<file path="src/include/asrc_pkg.sv">
// constants shared by the static memory host controller
// assumes a 100 MHz system clock driving the controller
package asrc_pkg;
	localparam int ADDR_W = 18;
	localparam int DATA_W = 8;
	localparam int CLK_PERIOD_PS = 10000;
	// slow grade minimum times, in picoseconds
	localparam int WRITE_CYCLE_PS = 10000;
	localparam int SELECT_TO_END_PS = 8000;
	localparam int ADDR_TO_END_PS = 8000;
	localparam int STROBE_WIDTH_OUTPUTS_OFF_PS = 7000;
	localparam int STROBE_WIDTH_OUTPUTS_ON_PS = 8000;
	localparam int DATA_SETUP_PS = 5000;
	localparam int READ_CYCLE_PS = 10000;
	localparam int READ_ACCESS_PS = 10000;
	localparam int STROBE_LOW_TO_FLOAT_PS = 4000;
	// least times round up to whole cycles, at least one
	function automatic int min_cycles(input int ps);
		int c;
		c = (ps + CLK_PERIOD_PS - 1) / CLK_PERIOD_PS;
		return (c < 1) ? 1 : c;
	endfunction
	localparam int WRITE_LOW_CYCLES_I = min_cycles(STROBE_WIDTH_OUTPUTS_ON_PS) >
		min_cycles(SELECT_TO_END_PS) ? min_cycles(STROBE_WIDTH_OUTPUTS_ON_PS)
		: min_cycles(SELECT_TO_END_PS);
	localparam logic [3:0] WRITE_LOW_CYCLES = 4'(WRITE_LOW_CYCLES_I + 1);
	localparam logic [3:0] WRITE_GAP_CYCLES = 4'(min_cycles(WRITE_CYCLE_PS));
	localparam logic [3:0] READ_CYCLES = 4'(min_cycles(READ_ACCESS_PS) + 1);
	typedef enum logic [2:0] {
		ASRC_IDLE = 3'b000,
		ASRC_WSETUP = 3'b001,
		ASRC_WLOW = 3'b010,
		ASRC_WEND = 3'b011,
		ASRC_READ = 3'b100,
		ASRC_DONE = 3'b101
	} asrc_state_t;
endpackage

</file>
<file path="src/rtl/asrc_count.sv">
// down counter for phase durations
// assumes load and enable synchronous to clk_sys
`timescale 1ns/1ps
`default_nettype none
module asrc_count #(
	parameter int W = 4
) (
	input wire logic clk_sys,
	input wire logic nrst,
	input wire logic ce,
	input wire logic load,
	input wire logic [W-1:0] load_value,
	output logic zero
);
	logic [W-1:0] count;
	always_ff @(posedge clk_sys or negedge nrst) begin
		if (!nrst) begin
			count <= '0;
		end else if (ce) begin
			if (load) begin
				count <= load_value;
			end else if (count != '0) begin
				count <= count - W'(1);
			end
		end
	end
	assign zero = (count == '0);
endmodule // asrc_count
`default_nettype wire

</file>
<file path="src/rtl/asrc_host.sv">
// host controller for an asynchronous 256k by 8 static memory
// assumes the memory pins sit on clk_sys flip-flops; data_lines read synchronously
// Operation
// - write only while select and strobe overlap
// - controls valid first; strobe rise ends write
// - data held through the terminating edge
// - successive writes spaced by write cycle
// - select low long enough before end
// - address stable long before write end
// - strobe width covers output-enable case
// - stop driving data when strobe rises
// - strobe held high during every read
// - address-driven read updates memory outputs
// - address valid before select falls (reads launch the address on the same edge that drops select)
`timescale 1ns/1ps
`default_nettype none
module asrc_host
	import asrc_pkg::*;
(
	input wire logic clk_sys,
	input wire logic nrst,
	input wire logic ce,
	input wire logic req_valid,
	input wire logic req_write,
	input wire logic [asrc_pkg::ADDR_W-1:0] req_addr,
	input wire logic [asrc_pkg::DATA_W-1:0] req_wdata,
	output logic req_ready,
	output logic rsp_valid,
	output logic [asrc_pkg::DATA_W-1:0] rsp_rdata,
	output logic [asrc_pkg::ADDR_W-1:0] word_address,
	output logic chip_select_n,
	output logic write_strobe_n,
	output logic output_enable_n,
	input wire logic [asrc_pkg::DATA_W-1:0] data_lines_in,
	output logic [asrc_pkg::DATA_W-1:0] data_lines_out,
	output logic data_lines_oe
);
	asrc_state_t state;
	logic cnt_load;
	logic [3:0] cnt_value;
	logic cnt_zero;
	logic gap_load;
	logic gap_zero;

	asrc_count #(.W(4)) u_phase (
		.clk_sys(clk_sys),
		.nrst(nrst),
		.ce(ce),
		.load(cnt_load),
		.load_value(cnt_value),
		.zero(cnt_zero)
	);

	asrc_count #(.W(4)) u_gap (
		.clk_sys(clk_sys),
		.nrst(nrst),
		.ce(ce),
		.load(gap_load),
		.load_value(WRITE_GAP_CYCLES),
		.zero(gap_zero)
	);

	// accept only when idle and write spacing elapsed
	wire logic take = (state == ASRC_IDLE) && req_valid && gap_zero;
	assign gap_load = ce && (state == ASRC_WSETUP);
	assign cnt_load = take || (state == ASRC_WSETUP);
	assign cnt_value = (state == ASRC_WSETUP) ? WRITE_LOW_CYCLES : READ_CYCLES;

	always_ff @(posedge clk_sys or negedge nrst) begin
		if (!nrst) begin
			state <= ASRC_IDLE;
		end else if (ce) begin
			unique case (state)
				ASRC_IDLE: begin
					if (take) begin
						state <= req_write ? ASRC_WSETUP : ASRC_READ;
					end
				end
				ASRC_WSETUP: begin
					state <= ASRC_WLOW;
				end
				ASRC_WLOW: begin
					if (cnt_zero) begin
						state <= ASRC_WEND;
					end
				end
				ASRC_WEND: begin
					state <= ASRC_DONE;
				end
				ASRC_READ: begin
					if (cnt_zero) begin
						state <= ASRC_DONE;
					end
				end
				ASRC_DONE: begin
					state <= ASRC_IDLE;
				end
				default: begin
					state <= ASRC_IDLE;
				end
			endcase
		end
	end

	// address launched with the request, on the read select edge and one cycle before the write select edge
	always_ff @(posedge clk_sys or negedge nrst) begin
		if (!nrst) begin
			word_address <= '0;
			data_lines_out <= '0;
		end else if (ce && take) begin
			word_address <= req_addr;
			data_lines_out <= req_wdata;
		end
	end

	// pin controls; output enable stays high during writes
	always_ff @(posedge clk_sys or negedge nrst) begin
		if (!nrst) begin
			chip_select_n <= 1'b1;
			write_strobe_n <= 1'b1;
			output_enable_n <= 1'b1;
			data_lines_oe <= 1'b0;
		end else if (ce) begin
			chip_select_n <= 1'b1;
			write_strobe_n <= 1'b1;
			output_enable_n <= 1'b1;
			data_lines_oe <= 1'b0;
			if (take && !req_write) begin
				chip_select_n <= 1'b0;
				output_enable_n <= 1'b0;
			end else if (state == ASRC_READ && !cnt_zero) begin
				chip_select_n <= 1'b0;
				output_enable_n <= 1'b0;
			end else if (state == ASRC_WSETUP) begin
				// select and strobe fall together after address settled
				chip_select_n <= 1'b0;
				write_strobe_n <= 1'b0;
			end else if (state == ASRC_WLOW) begin
				chip_select_n <= 1'b0;
				write_strobe_n <= cnt_zero;
				data_lines_oe <= !cnt_zero;
			end else if (state == ASRC_WEND) begin
				// data released on the strobe rise edge, as AST_DRV forbids driving once the strobe is high; release select
				chip_select_n <= 1'b1;
			end
		end
	end

	// read data sampled at the end of the access time
	always_ff @(posedge clk_sys or negedge nrst) begin
		if (!nrst) begin
			rsp_valid <= 1'b0;
			rsp_rdata <= '0;
			req_ready <= 1'b0;
		end else if (ce) begin
			rsp_valid <= (state == ASRC_READ && cnt_zero) || state == ASRC_WEND;
			if (state == ASRC_READ && cnt_zero) begin
				rsp_rdata <= data_lines_in;
			end
			req_ready <= (state == ASRC_IDLE) && gap_zero && !take;
		end
	end
endmodule // asrc_host
`default_nettype wire

</file>
<file path="config.mk">
export PLATFORM = sky130hd
export DESIGN_NAME = asrc_host
export DESIGN_NICKNAME = d
export VERILOG_FILES = /design/src/include/asrc_pkg.sv /design/src/rtl/asrc_count.sv /design/src/rtl/asrc_host.sv
export SDC_FILE = /design/constraint.sdc
export NUM_CORES = 1
export LEC_CHECK = 0
export ABC_AREA = 0
export BUFFER_PORTS_ARGS = -buffer_cell sky130_fd_sc_hd__buf_2
export CORE_UTILIZATION = 49
export CTS_CLUSTER_SIZE = 14
export DETAILED_ROUTE_END_ITERATION = 10
export GPL_TIMING_DRIVEN = 1
export PLACE_DENSITY_LB_ADDON = 0.2
export SLEW_MARGIN = 10
export SYNTH_ARGS = -nofsm -noshare
export SYNTH_HDL_FRONTEND = slang
export SYNTH_SLANG_ARGS = --single-unit
</file>
<file path="constraint.sdc">
create_clock -name clk_sys -period 2.07 [get_ports clk_sys]
set_clock_uncertainty 0.15 [all_clocks]
set_input_delay 0.3105 -clock clk_sys [delete_from_list [all_inputs] [get_ports clk_sys]]
set_output_delay 0.3105 -clock clk_sys [all_outputs]
set_load 0.02 [all_outputs]
</file>
* Word-level counts from Yosys, hierarchy flattened
Cells that the tools add are included. W data, S select, Z words.
Word-level totals: word-level logic and storage cells 69, flip-flop bits (word level) 51, output and inout port bits 40
Cells by class: reductions and logical operators 25, muxes and demuxes 23, eq/ne operators 7, add/subtract/negate cells 2
Operator list (count):
- $mux W4 | 4
- $pmux W3 S5 | 1
- $mux W1 | 14
- $mux W3 | 4
- $logic_and A1 B1 Y1 | 9
- $logic_not A4 Y1 | 2
- $reduce_bool A4 Y1 | 2
- $sub A4 B1 Y4 const B | 2
- $eq A3 B2 Y1 const B | 2
- $ne A2 B2 Y1 const B | 3
- $reduce_and A2 Y1 | 3
- $reduce_and A4 Y1 | 1
- $reduce_bool A2 Y1 | 2
- $eq A3 B1 Y1 const B | 1
- $eq A3 B3 Y1 const B | 1
- $logic_not A1 Y1 | 3
- $logic_not A3 Y1 | 1
- $logic_or A1 B1 Y1 | 2

* Depth between registers and ports, before layout
Gate-level depths: netlist of the first run.
word-level depth 6, mapped depth 6

* Modules after synthesis
A second synthesis of the first run with hierarchy kept.
Unflattened totals: cell total of the unflattened synthesis 191, area total of the unflattened synthesis 2468.6 µm²
Modules (own cells, without submodules):
- asrc_host | cells an instance 131, area an instance 1893.1 µm², instances 1
- asrc_count | cells an instance 30, area an instance 287.8 µm², instances 2

* Worst setup path after synthesis of the first run
Ideal clock, no wire load.
path type register to register, start register u_gap.count[0], end register word_address[0] (netlist name), slack 0.287 ns, buffers on the path 1, cell stages (with the launch flop) 7, period minus slack after synthesis 1.783 ns, arrival time 1.508 ns, library setup time 0.125 ns, path through dfrtp_1 -> inv_1 -> ha_1 -> and4bb_2 -> nand3_4 -> buf_6 -> mux2_4
On the way: cells in the longest elaborated chain, start to end 3
Ends and longest elaborated chain:
- start, declared | RTL line asrc_count.sv:15 | logic [W-1:0] count;
- start signal, assigned | RTL line asrc_count.sv:21 | count <= load_value;
- start signal, assigned | RTL line asrc_count.sv:23 | count <= count - W'(1);
- $logic_not A4 Y1 | RTL line asrc_count.sv:27 | assign zero = (count == '0);
- $logic_and A1 B1 Y1 | RTL line asrc_host.sv:64 | wire logic take = (state == ASRC_IDLE) && req_valid && gap_zero;
- $logic_and A1 B1 Y1 | RTL line asrc_host.sv:110 | end else if (ce && take) begin
- end signal, assigned | RTL line asrc_host.sv:111 | word_address <= req_addr;
- end, declared | RTL line asrc_host.sv:30 | output logic [asrc_pkg::ADDR_W-1:0] word_address,
Every way passes these cells. A chain may end at the register's enable or synchronous reset.

* Worst setup path after layout of the first run
start register u_phase.count[0], end register rsp_rdata[2] (netlist name)
On the way: cells in the longest elaborated chain, start to end 3
Ends and longest elaborated chain:
- start, declared | RTL line asrc_count.sv:15
- start signal, assigned | RTL line asrc_count.sv:21
- start signal, assigned | RTL line asrc_count.sv:23
- $logic_not A4 Y1 | RTL line asrc_count.sv:27
- $logic_and A1 B1 Y1 | RTL line asrc_host.sv:157 | if (state == ASRC_READ && cnt_zero) begin
- $reduce_and A2 Y1 (no source line)
- end signal, assigned | RTL line asrc_host.sv:158 | rsp_rdata <= data_lines_in;
- end, declared | RTL line asrc_host.sv:29 | output logic [asrc_pkg::DATA_W-1:0] rsp_rdata,
Every way passes these cells.

==> impl_metrics.ini, run 1 <==
[critical_path]
end_kind = flip-flop
slowest_stage = dfrtp_1
r2r_end = rsp_rdata[2]$_DFFE_PN0P_
critPathLaunchType = flip-flop
r2r_setup_slack_ns = 0.12
r2r-start = u_phase.count[0]$_DFFE_PN0P_
rr_worst_depth = 6
crit_path_start = u_phase.count[0]$_DFFE_PN0P_
crit_required_ns = 2.11
critical_path.max_stage_delay_ns = 0.43
crit_chain = inv_1 -> ha_1 -> nor3b_2 -> and3_2 -> nand2_4 -> mux2_2
path_class = reg -> reg
cp_max_fo = 9
path_depth = 6
critPathBufInv = 1
crit_family = simple AND/OR/NAND/NOR gates
worstSetupEndpoint = rsp_rdata[2]$_DFFE_PN0P_
arrival_ns = 1.99

[routing]
drt-pass1-iter-count = 7
antenna_left = 0
wire_per_inst_um = 14.2
viasPerCell = 5.26
vias = 1635
drt_iter0_markers = 85
drc = 6
wirelength_um = 4420

[clocking]
postCtsSetupBuffers = 0
cts_hold_buffers = 1
clk_path_buf_depth = 2
cts_root_buffer = clkbuf_8
cts_tree = yes
clock_latency_ns = 0.30
cts_resized = 0
clk_pin_slew_worst_paths_ns = 0.10
htree_levels = 2
cts_buffers = 5
cts_num_sinks = 51

[floorplan]
initial_utilization = 0.517
die_w_um = 70.5
die_area_um2 = 4970
die_h_um = 70.5
io_pins = 79
coreArea_um2 = 4440
num_rows = 24

[pwr]
internal_power_mw = 2.70
power_leakage_nw = 1.57
clock_power_share = 0.168
total_power_mw = 4.34
switchingPower_mw = 1.64
power.density_nw_per_um2 = 1500
pwr-share-seq = 0.406
swShare = 0.378
ir_worst_vdd_mv = 0.847
p_comb_frac = 0.425

[timing]
fin_setup_tns_ns = 0
finalMaxSlewViolations = 0
rsz0062_at_grt = false
finalSetupViolations = 0
fin_crit_ns = 1.95
tightest_slew_ns = 0.464
relSlewSlack = 0.691
final_hold_viol_count = 0
fmax_ghz = 0.514
setup_slack_ns = 0.124
post-route-period-util = 0.940

[synth]
ys_ff_latch = 51
yosysWarnings = 0
ys_seq_area_frac = 0.557
synth_area_um2 = 2300
ys.flop_type = dfrtp_1
synthCells = 174
async_reset_ff_frac = 1.00
synth_area_leaders = dfrtp_1 (52%), mux2_4 (12%), mux2_2 (7.4%)
synth.largest_area_cell = dfrtp_1
syn-num-nets = 216
synth_cell_types = 42
synth_edf_count = 0
synth_top_area_frac = 0.523
syn_area_per_cell_um2 = 13.2

[global_route]
track_usage = 0.191
grt_max_degree = 33
overflow = 0
grt_pass1_vias = 1561
gr-usage-met3 = 0.0476
busiest_layer = met2
grt_pass1_wl_um = 7380
antenna_found_initial = 0
use_met1 = 0.273
gr-usage-met2 = 0.286

[final_layout]
finish.net_count = 300
mostFrequentLayoutCell = buf_2
multiInputGateArea_um2 = 938
drive_gt1_frac = 0.529
final_core_util = 0.653
num-fill-cells = 318
final_cell_mix = buf_2 (78), dfrtp_1 (48), mux2_4 (19)
area_growth_pct = 26.3
regArea_um2 = 1280
antenna_cells = 0
fin_cells = 311

[place]
gp_congestion = 0.770
dp_cells = 302
dp_hpwl_um = 3200
dpl_worst_slack_ns = 0.146
port_buffers = 78

[run_status]
violations = design-rule violations
status = finished, violations left

[job]
drv_cap = 0

[worst_hold_path]
hold_class = in -> reg
[worst reg2reg max path: cells and delay by family, from the launching register on]
kind                     cells  cell delay [ns]
adder cells (fa/ha/maj)      1             0.21
flip-flops                   1             0.43
multiplexers                 1             0.29
AND/OR/NAND/NOR              3             0.69
buffers and inverters        1             0.07
[stage by stage]
step,hold WS [ns],area [µm²]
3_5_place_dp,0.145,2770
4_1_cts,0.0718,2900
2_1_floorplan,-0.135,2300
3_3_place_gp,0.145,2770
5_1_grt,0.0603,2900
6_report,0.0792,2900
[layer usage]
layer,wire length [µm],up-vias
met5,0,-
met4,48,0
met3,252,6
met2,2000,63
met1,2120,777
li1,-,789
[worst min-delay path by stage]
| stage | from | to | cells after the start |
|---|---|---|---|
| 2_1_floorplan | nrst | data_lines_oe$_DFFE_PN0P_ | 0 |
| 3_3_place_gp | nrst | u_phase.count[3]$_DFFE_PN0P_ | 1 |
| 3_5_place_dp | nrst | u_phase.count[3]$_DFFE_PN0P_ | 1 |
| 4_1_cts | req_addr[8] | word_address[8]$_DFFE_PN0P_ | 2 |
| 5_1_grt | req_addr[8] | word_address[8]$_DFFE_PN0P_ | 2 |
| 6_report | req_wdata[2] | data_lines_out[2]$_DFFE_PN0P_ | 2 |
[cells by family after synthesis]
logic type / Yosys count / share of synthesized area
buffers and inverters: 16 / 0.0343
adder cells (fa/ha/maj): 3 / 0.0163
AO/OA/AOI/OAI: 33 / 0.0910
multiplexers: 35 / 0.202
flip-flops: 51 / 0.557
AND/OR/NAND/NOR: 36 / 0.0991
[power groups by stage]
stage                     combinational [mW]  sequential [mW]  clock (mW)
after CTS                               1.86             1.77       0.751
after detailed placement                1.86             1.77           0
after global routing                    2.00             1.83       0.794
after floorplan                        0.900             2.13           0
after global placement                  1.82             1.76           0
final                                   1.85             1.77       0.730
[area by class of cell]
class | count | share of cell area
Sequential cell | 51 | 0.441
Multi-Input combinational cell | 107 | 0.323
Timing Repair Buffer | 84 | 0.160
Clock buffer | 6 | 0.0285
Tap cell | 52 | 0.0224
Clock inverter | 2 | 0.0134
Inverter | 9 | 0.0116
[synth_stat cells (2+ instances only)]
master and count:
clkbuf_1 2, mux2_4 19, nand3_1 2, dfstp_2 3, inv_1 9, a21o_1 2, o21ai_0 12, ha_1 3
nand2b_1 2, nand2_1 5, or3b_2 2, a31oi_1 2, nor2b_1 2, mux2_2 15, buf_2 3, buf_6 2
nor2_1 11, dfrtp_1 48, a21oi_1 7
[sequential cells by signal, summed over array words and instances (netlist names)]
register	count
word_address	18
output_enable_n	1
u_phase.count	4
rsp_valid	1
rsp_rdata	8
data_lines_out	8
data_lines_oe	1
req_ready	1
write_strobe_n	1
chip_select_n	1
u_gap.count	4
state	3
No activity file was read; power rests on OpenSTA's default activity.
==> run 2, diff against run 1 <==
--- a/config.mk
+++ b/config.mk
@@ -14,2 +14,3 @@
 export PLACE_DENSITY_LB_ADDON = 0.2
+export RECOVER_POWER = 25
 export SLEW_MARGIN = 10
--- a/constraint.sdc
+++ b/constraint.sdc
@@ -4,2 +4,2 @@
 set_output_delay 0.3105 -clock clk_sys [all_outputs]
-set_load 0.02 [all_outputs]
+set_load 0.05 [all_outputs]
==> run 2 against run 1 <==
Net effect:
- the flow still finishes with violations (design-rule violations)
- combinational power increased by 42%
- cell count unchanged
- count of clock-buffer cells in the layout unchanged
- die area is the same
- non-clock buffer count unchanged
- first-iteration DRC count grew 3.5%
- sequential power about the same
- critical endpoint unchanged
==> impl_metrics.ini, run 2 (synthesis gave the netlist of run 1 again) <==
[global_route]
grt_pass1_wl_um = 7380
track_usage = 0.191
overflow = 0
grt_max_degree = 33
antenna_found_initial = 0
grt_pass1_vias = 1561

[critical_path]
cp_max_fo = 9
critPathBufInv = 1
crit_chain = inv_1 -> ha_1 -> nor3b_2 -> and3_2 -> nand2_4 -> mux2_2
path_class = reg -> reg
arrival_ns = 1.99
critical_path.max_stage_delay_ns = 0.43
end_kind = flip-flop
crit_required_ns = 2.11
critPathLaunchType = flip-flop
crit_family = simple AND/OR/NAND/NOR gates
r2r_setup_slack_ns = 0.12
slowest_stage = dfrtp_1

[final_layout]
antenna_cells = 0
top_register = word_address
area_growth_pct = 26.3
final_cell_mix = buf_2 (77), dfrtp_1 (48), mux2_4 (19)
largest_register_ffs = 18
top_regs = word_address x18, data_lines_out x8, rsp_rdata x8
drive_gt1_frac = 0.525
fin_cells = 311
mostFrequentLayoutCell = buf_2
finish.net_count = 300

[place]
port_buffers = 78
dp_hpwl_um = 3200
dp_cells = 302
gp_congestion = 0.770

[floorplan]
initial_utilization = 0.517
io_pins = 79
coreArea_um2 = 4440
die_area_um2 = 4970
die_w_um = 70.5
die_h_um = 70.5
num_rows = 24

[routing]
drt-pass1-iter-count = 7
antenna_left = 0
viasPerCell = 5.28
wirelength_um = 4410
drt_iter0_markers = 88
drc = 6
vias = 1641
wire_per_inst_um = 14.2

[timing]
tightest_slew_ns = 1.10
fin_setup_tns_ns = 0
rsz0062_at_grt = false
fmax_ghz = 0.513
fin_crit_ns = 1.95
relSlewSlack = 0.266
post-route-period-util = 0.941
final_hold_viol_count = 0
finalMaxSlewViolations = 0
finalSetupViolations = 0

[clocking]
cts_root_buffer = clkbuf_8
cts_num_sinks = 51
cts_tree = yes
clock_latency_ns = 0.30
cts_buffers = 5
htree_levels = 2
clk_path_buf_depth = 2
postCtsSetupBuffers = 0
cts_resized = 0
clk_pin_slew_worst_paths_ns = 0.10

[pwr]
switchingPower_mw = 2.42
power.density_nw_per_um2 = 1770
internal_power_mw = 2.70
total_power_mw = 5.12
pwr-share-seq = 0.345
clock_power_share = 0.143
swShare = 0.472
p_comb_frac = 0.512
power_leakage_nw = 1.56
ir_worst_vdd_mv = 1.17

[run_status]
violations = design-rule violations
status = finished, violations left

[job]
drv_cap = 0

[worst_hold_path]
hold_class = in -> reg
-- run 2: cell type report --
type                    count  area (µm²)
fillers                   318        1540
flip-flops and latches     51        1280
multi-input cells         107         938
repair buffers             84         462
clock buffers               6        82.6
well taps                  52        65.1
clock inverters             2        38.8
inverters                   9        33.8
-- run 2: per-stage QoR --
stage	instance area, µm²	hold slack, ns	setup slack (ns)	util
4_1_cts	2900	0.0718	0.127	0.653
6_report	2900	0.0793	0.121	0.653
5_1_grt	2900	0.0603	0.0145	0.653
3_3_place_gp	2770	0.145	0.204	0.623
3_5_place_dp	2770	0.145	0.146	0.623
2_1_floorplan	2300	-0.135	0.287	-
-- run 2: timing repair --
action	in CTS	in global routing
endpoints found under the hold margin	16	0
endpoints found under the setup margin	0	0
hold buffers	1	0
-- run 2: final timing paths --
check / startpoint / endpoint / depth (start not counted)
worst max-delay path: u_phase.count[0]$_DFFE_PN0P_ / rsp_rdata[2]$_DFFE_PN0P_ / 6
worst min-delay path: req_wdata[2] / data_lines_out[2]$_DFFE_PN0P_ / 2
worst max register to register: u_phase.count[0]$_DFFE_PN0P_ / rsp_rdata[2]$_DFFE_PN0P_ / 6
worst min register to register: data_lines_oe$_DFFE_PN0P_ / data_lines_oe$_DFFE_PN0P_ / 1
max in group asynchronous: nrst / data_lines_out[7]$_DFFE_PN0P_ / 3
min in group asynchronous: nrst / u_phase.count[3]$_DFFE_PN0P_ / 2
-- run 2: power groups by stage --
stage	sequential, mW	clock, mW	combinational, mW
CTS	1.77	0.751	2.63
global placement	1.76	0	2.60
detailed placement	1.77	0	2.63
global route	1.83	0.794	2.77
floorplan	2.90	0	0.903
finish	1.77	0.731	2.62
-- run 2: routing by layer --
layer,up-vias,share of wire,global-route usage
met5,-,0,0
met4,0,0.011,0.0590
met3,6,0.054,0.0476
met2,60,0.45,0.286
met1,786,0.48,0.273
li1,789,-,-
==> run 3, diff against run 2 <==
CORE_UTILIZATION = 50   (was 49)
SYNTH_HIERARCHICAL = 1   (was not set)
==> run 3 against run 2 <==
Net effect:
- the run now ends clean
- area after synthesis is 7.5% higher
- fmax up 1.0%
- largest cell class unchanged
- wire length is 4.7% higher
- largest power group unchanged
- sequential share of layout area fell by 3.6 points
- combinational power increased by 10%
- hold slack improved by 0.0043 ns
- cell count increased by 16%
- design area grew 8.8%
- synthesized cell count is 9.8% higher
- critical endpoint is now word_address[13]$_DFFE_PN0P_
- critical path depth grew 1
==> impl_metrics.ini, run 3 <==
[final_layout]
final_cell_mix = buf_2 (77), dfrtp_1 (48), mux2_4 (20)
antenna_cells = 0
top_regs = word_address x18, data_lines_out x8, rsp_rdata x8
largest_register_ffs = 18
finish.net_count = 333
top_register = word_address
final_area_um2 = 3160
area_growth_pct = 27.8
multiInputGateArea_um2 = 1100
num-fill-cells = 373
mostFrequentLayoutCell = buf_2
drive_gt1_frac = 0.515
regArea_um2 = 1280

[synth]
ys.flop_type = dfrtp_1
synth_cell_types = 43
synth_edf_count = 0
async_reset_ff_frac = 1.00
ys_ff_latch = 51
synth_top_area_frac = 0.487
synth_area_leaders = dfrtp_1 (49%), mux2_4 (12%), mux2_2 (6.8%)
yosysMostFrequentCell = dfrtp_1
synth.largest_area_cell = dfrtp_1
syn_area_per_cell_um2 = 12.9
synth_area_um2 = 2470
synthTopCellsByCount = dfrtp_1 (48), mux2_4 (20), mux2_2 (15)
synthCells = 191
ys_seq_area_frac = 0.518
yosysWarnings = 6

[routing]
viasPerCell = 4.98
vias = 1792
drt_iter0_markers = 82
wire_per_inst_um = 12.8
drc = 0
antenna_left = 0
wirelength_um = 4610
drt-pass1-iter-count = 4

[critical_path]
crit_path_start = u_gap/count[0]$_DFFE_PN0P_
critical_path.max_stage_delay_ns = 0.38
crit_chain = inv_1 -> ha_2 -> nand2b_4 -> nor2_4 -> and4_1 -> buf_12 -> mux2_2
rr_worst_depth = 7
cp_max_fo = 26
crit_required_ns = 2.11
r2r_end = word_address[13]$_DFFE_PN0P_
end_kind = flip-flop
worstSetupEndpoint = word_address[13]$_DFFE_PN0P_
critPathLaunchType = flip-flop
r2r_setup_slack_ns = 0.14
r2r-start = u_gap/count[0]$_DFFE_PN0P_
arrival_ns = 1.97
path_class = reg -> reg
slowest_stage = dfrtp_1

[global_route]
antenna_found_initial = 0
grt_pass1_wl_um = 7590
grt_pass1_vias = 1683
use_met1 = 0.245
gr-usage-met2 = 0.303
grt_max_degree = 27
gr-usage-met3 = 0.0431
track_usage = 0.188
overflow = 0
busiest_layer = met2

[floorplan]
coreArea_um2 = 4720
num_rows = 25
die_w_um = 72.3
die_area_um2 = 5220
io_pins = 79
initial_utilization = 0.523
die_h_um = 72.3

[job]
drv_cap = 0

[timing]
fin_setup_tns_ns = 0
fin_crit_ns = 1.93
whs_ns = 0.0836
relSlewSlack = 0.340
fmax_ghz = 0.518
final_hold_viol_count = 0
post-route-period-util = 0.932
setup_slack_ns = 0.141
finalSetupViolations = 0
finalMaxSlewViolations = 0
tightest_slew_ns = 0.990
rsz0062_at_grt = false

[pwr]
ir_worst_vdd_mv = 0.856
power.density_nw_per_um2 = 1680
power_leakage_nw = 1.64
pwr-share-seq = 0.320
swShare = 0.465
p_comb_frac = 0.545
clock_power_share = 0.136
internal_power_mw = 2.84
switchingPower_mw = 2.46

[run_status]
status = finished, final reports clean

[clocking]
cts_num_sinks = 51
cts_buffers = 5
cts_tree = yes
htree_levels = 2
clock_latency_ns = 0.30
clk_path_buf_depth = 2
clk_pin_slew_worst_paths_ns = 0.09
cts_root_buffer = clkbuf_8

[place]
dp_hpwl_um = 3420
place_area_um2 = 3010
dpl_worst_slack_ns = 0.0163
port_buffers = 78
gp_congestion = 0.801

[worst_hold_path]
hold_class = in -> reg
[run 3: changes by cell type in the layout (fill, tap and decap cells not counted), sizes merged, moves of 3 or more]
cell and change:
nand2b +5, conb +10, nand4 +3, o21ai -5, a22o +3, nor3 +3, o22ai +4, buf +10
[run 3: through the flow]
| step | power [mW] | cells | utilization |
|---|---|---|---|
| detailed placement | 4.59 | 350 | 0.637 |
| global route | 5.61 | 360 | 0.668 |
| floorplan | 3.92 | 199 | - |
| finish | 5.30 | 360 | 0.668 |
| global placement | 4.54 | 350 | 0.637 |
| CTS | 5.33 | 359 | 0.666 |
[run 3: repair_timing]
action,CTS,global route
pin swaps,0,0
hold endpoints to repair,17,0
buffers inserted,0,1
setup endpoints to repair,2,9
gates resized for setup,1,2
hold buffers,1,0
[run 3: logic make-up (layout without fill, tap and decap cells)]
family                   count (synthesis)  count (layout)  share of synthesized area
adder cells (fa/ha/maj)                  2               2                     0.0101
other                                    2              10                    0.00304
XOR/XNOR                                 1               1                    0.00355
flip-flops                              51              51                      0.519
AND/OR/NAND/NOR                         42              42                     0.0988
AO/OA/AOI/OAI                           36              36                      0.112
buffers and inverters                   19             113                     0.0522
multiplexers                            38              38                      0.202
[run 3: power by group through the flow]
| stage | sequential, mW | combinational [mW] | clock [mW] |
|---|---|---|---|
| 2_1_floorplan | 2.90 | 1.02 | 0 |
| 3_3_place_gp | 1.70 | 2.84 | 0 |
| 3_5_place_dp | 1.71 | 2.88 | 0 |
| 4_1_cts | 1.70 | 2.90 | 0.741 |
| 5_1_grt | 1.75 | 3.08 | 0.776 |
| 6_report | 1.70 | 2.89 | 0.720 |
[run 3: final cells by class]
| class | instances | area share |
|---|---|---|
| well taps | 67 | 0.0266 |
| multi-input cells | 129 | 0.349 |
| flip-flops and latches | 51 | 0.406 |
| inverters | 9 | 0.0107 |
| clock buffers | 6 | 0.0262 |
| clock inverters | 2 | 0.0123 |
| repair buffers | 96 | 0.170 |
[run 3: per-layer routing]
| metal | up-vias | part of all wire |
|---|---|---|
| li1 | 879 | - |
| met1 | 854 | 0.47 |
| met2 | 52 | 0.46 |
| met3 | 7 | 0.055 |
| met4 | 0 | 0.016 |
| met5 | - | 0 |
[run 3: critical path: cells and delay by family (launching register included)]
| kind | cells | cell delay [ns] |
|---|---|---|
| flip-flops | 1 | 0.38 |
| multiplexers | 1 | 0.36 |
| buffers and inverters | 2 | 0.30 |
| AND/OR/NAND/NOR | 3 | 0.42 |
| adder cells (fa/ha/maj) | 1 | 0.21 |
[run 3: worst min path at each step]
stage / cells past startpoint / to / start / slack (ns)
6_report: 2 / rsp_rdata[0]$_DFFE_PN0P_ / data_lines_in[0] / 0.08
3_3_place_gp: 1 / data_lines_out[5]$_DFFE_PN0P_ / nrst / 0.11
2_1_floorplan: 0 / data_lines_oe$_DFFE_PN0P_ / nrst / -0.14
3_5_place_dp: 1 / data_lines_out[5]$_DFFE_PN0P_ / nrst / 0.11
5_1_grt: 2 / word_address[2]$_DFFE_PN0P_ / req_addr[2] / 0.07
4_1_cts: 2 / word_address[2]$_DFFE_PN0P_ / req_addr[2] / 0.08
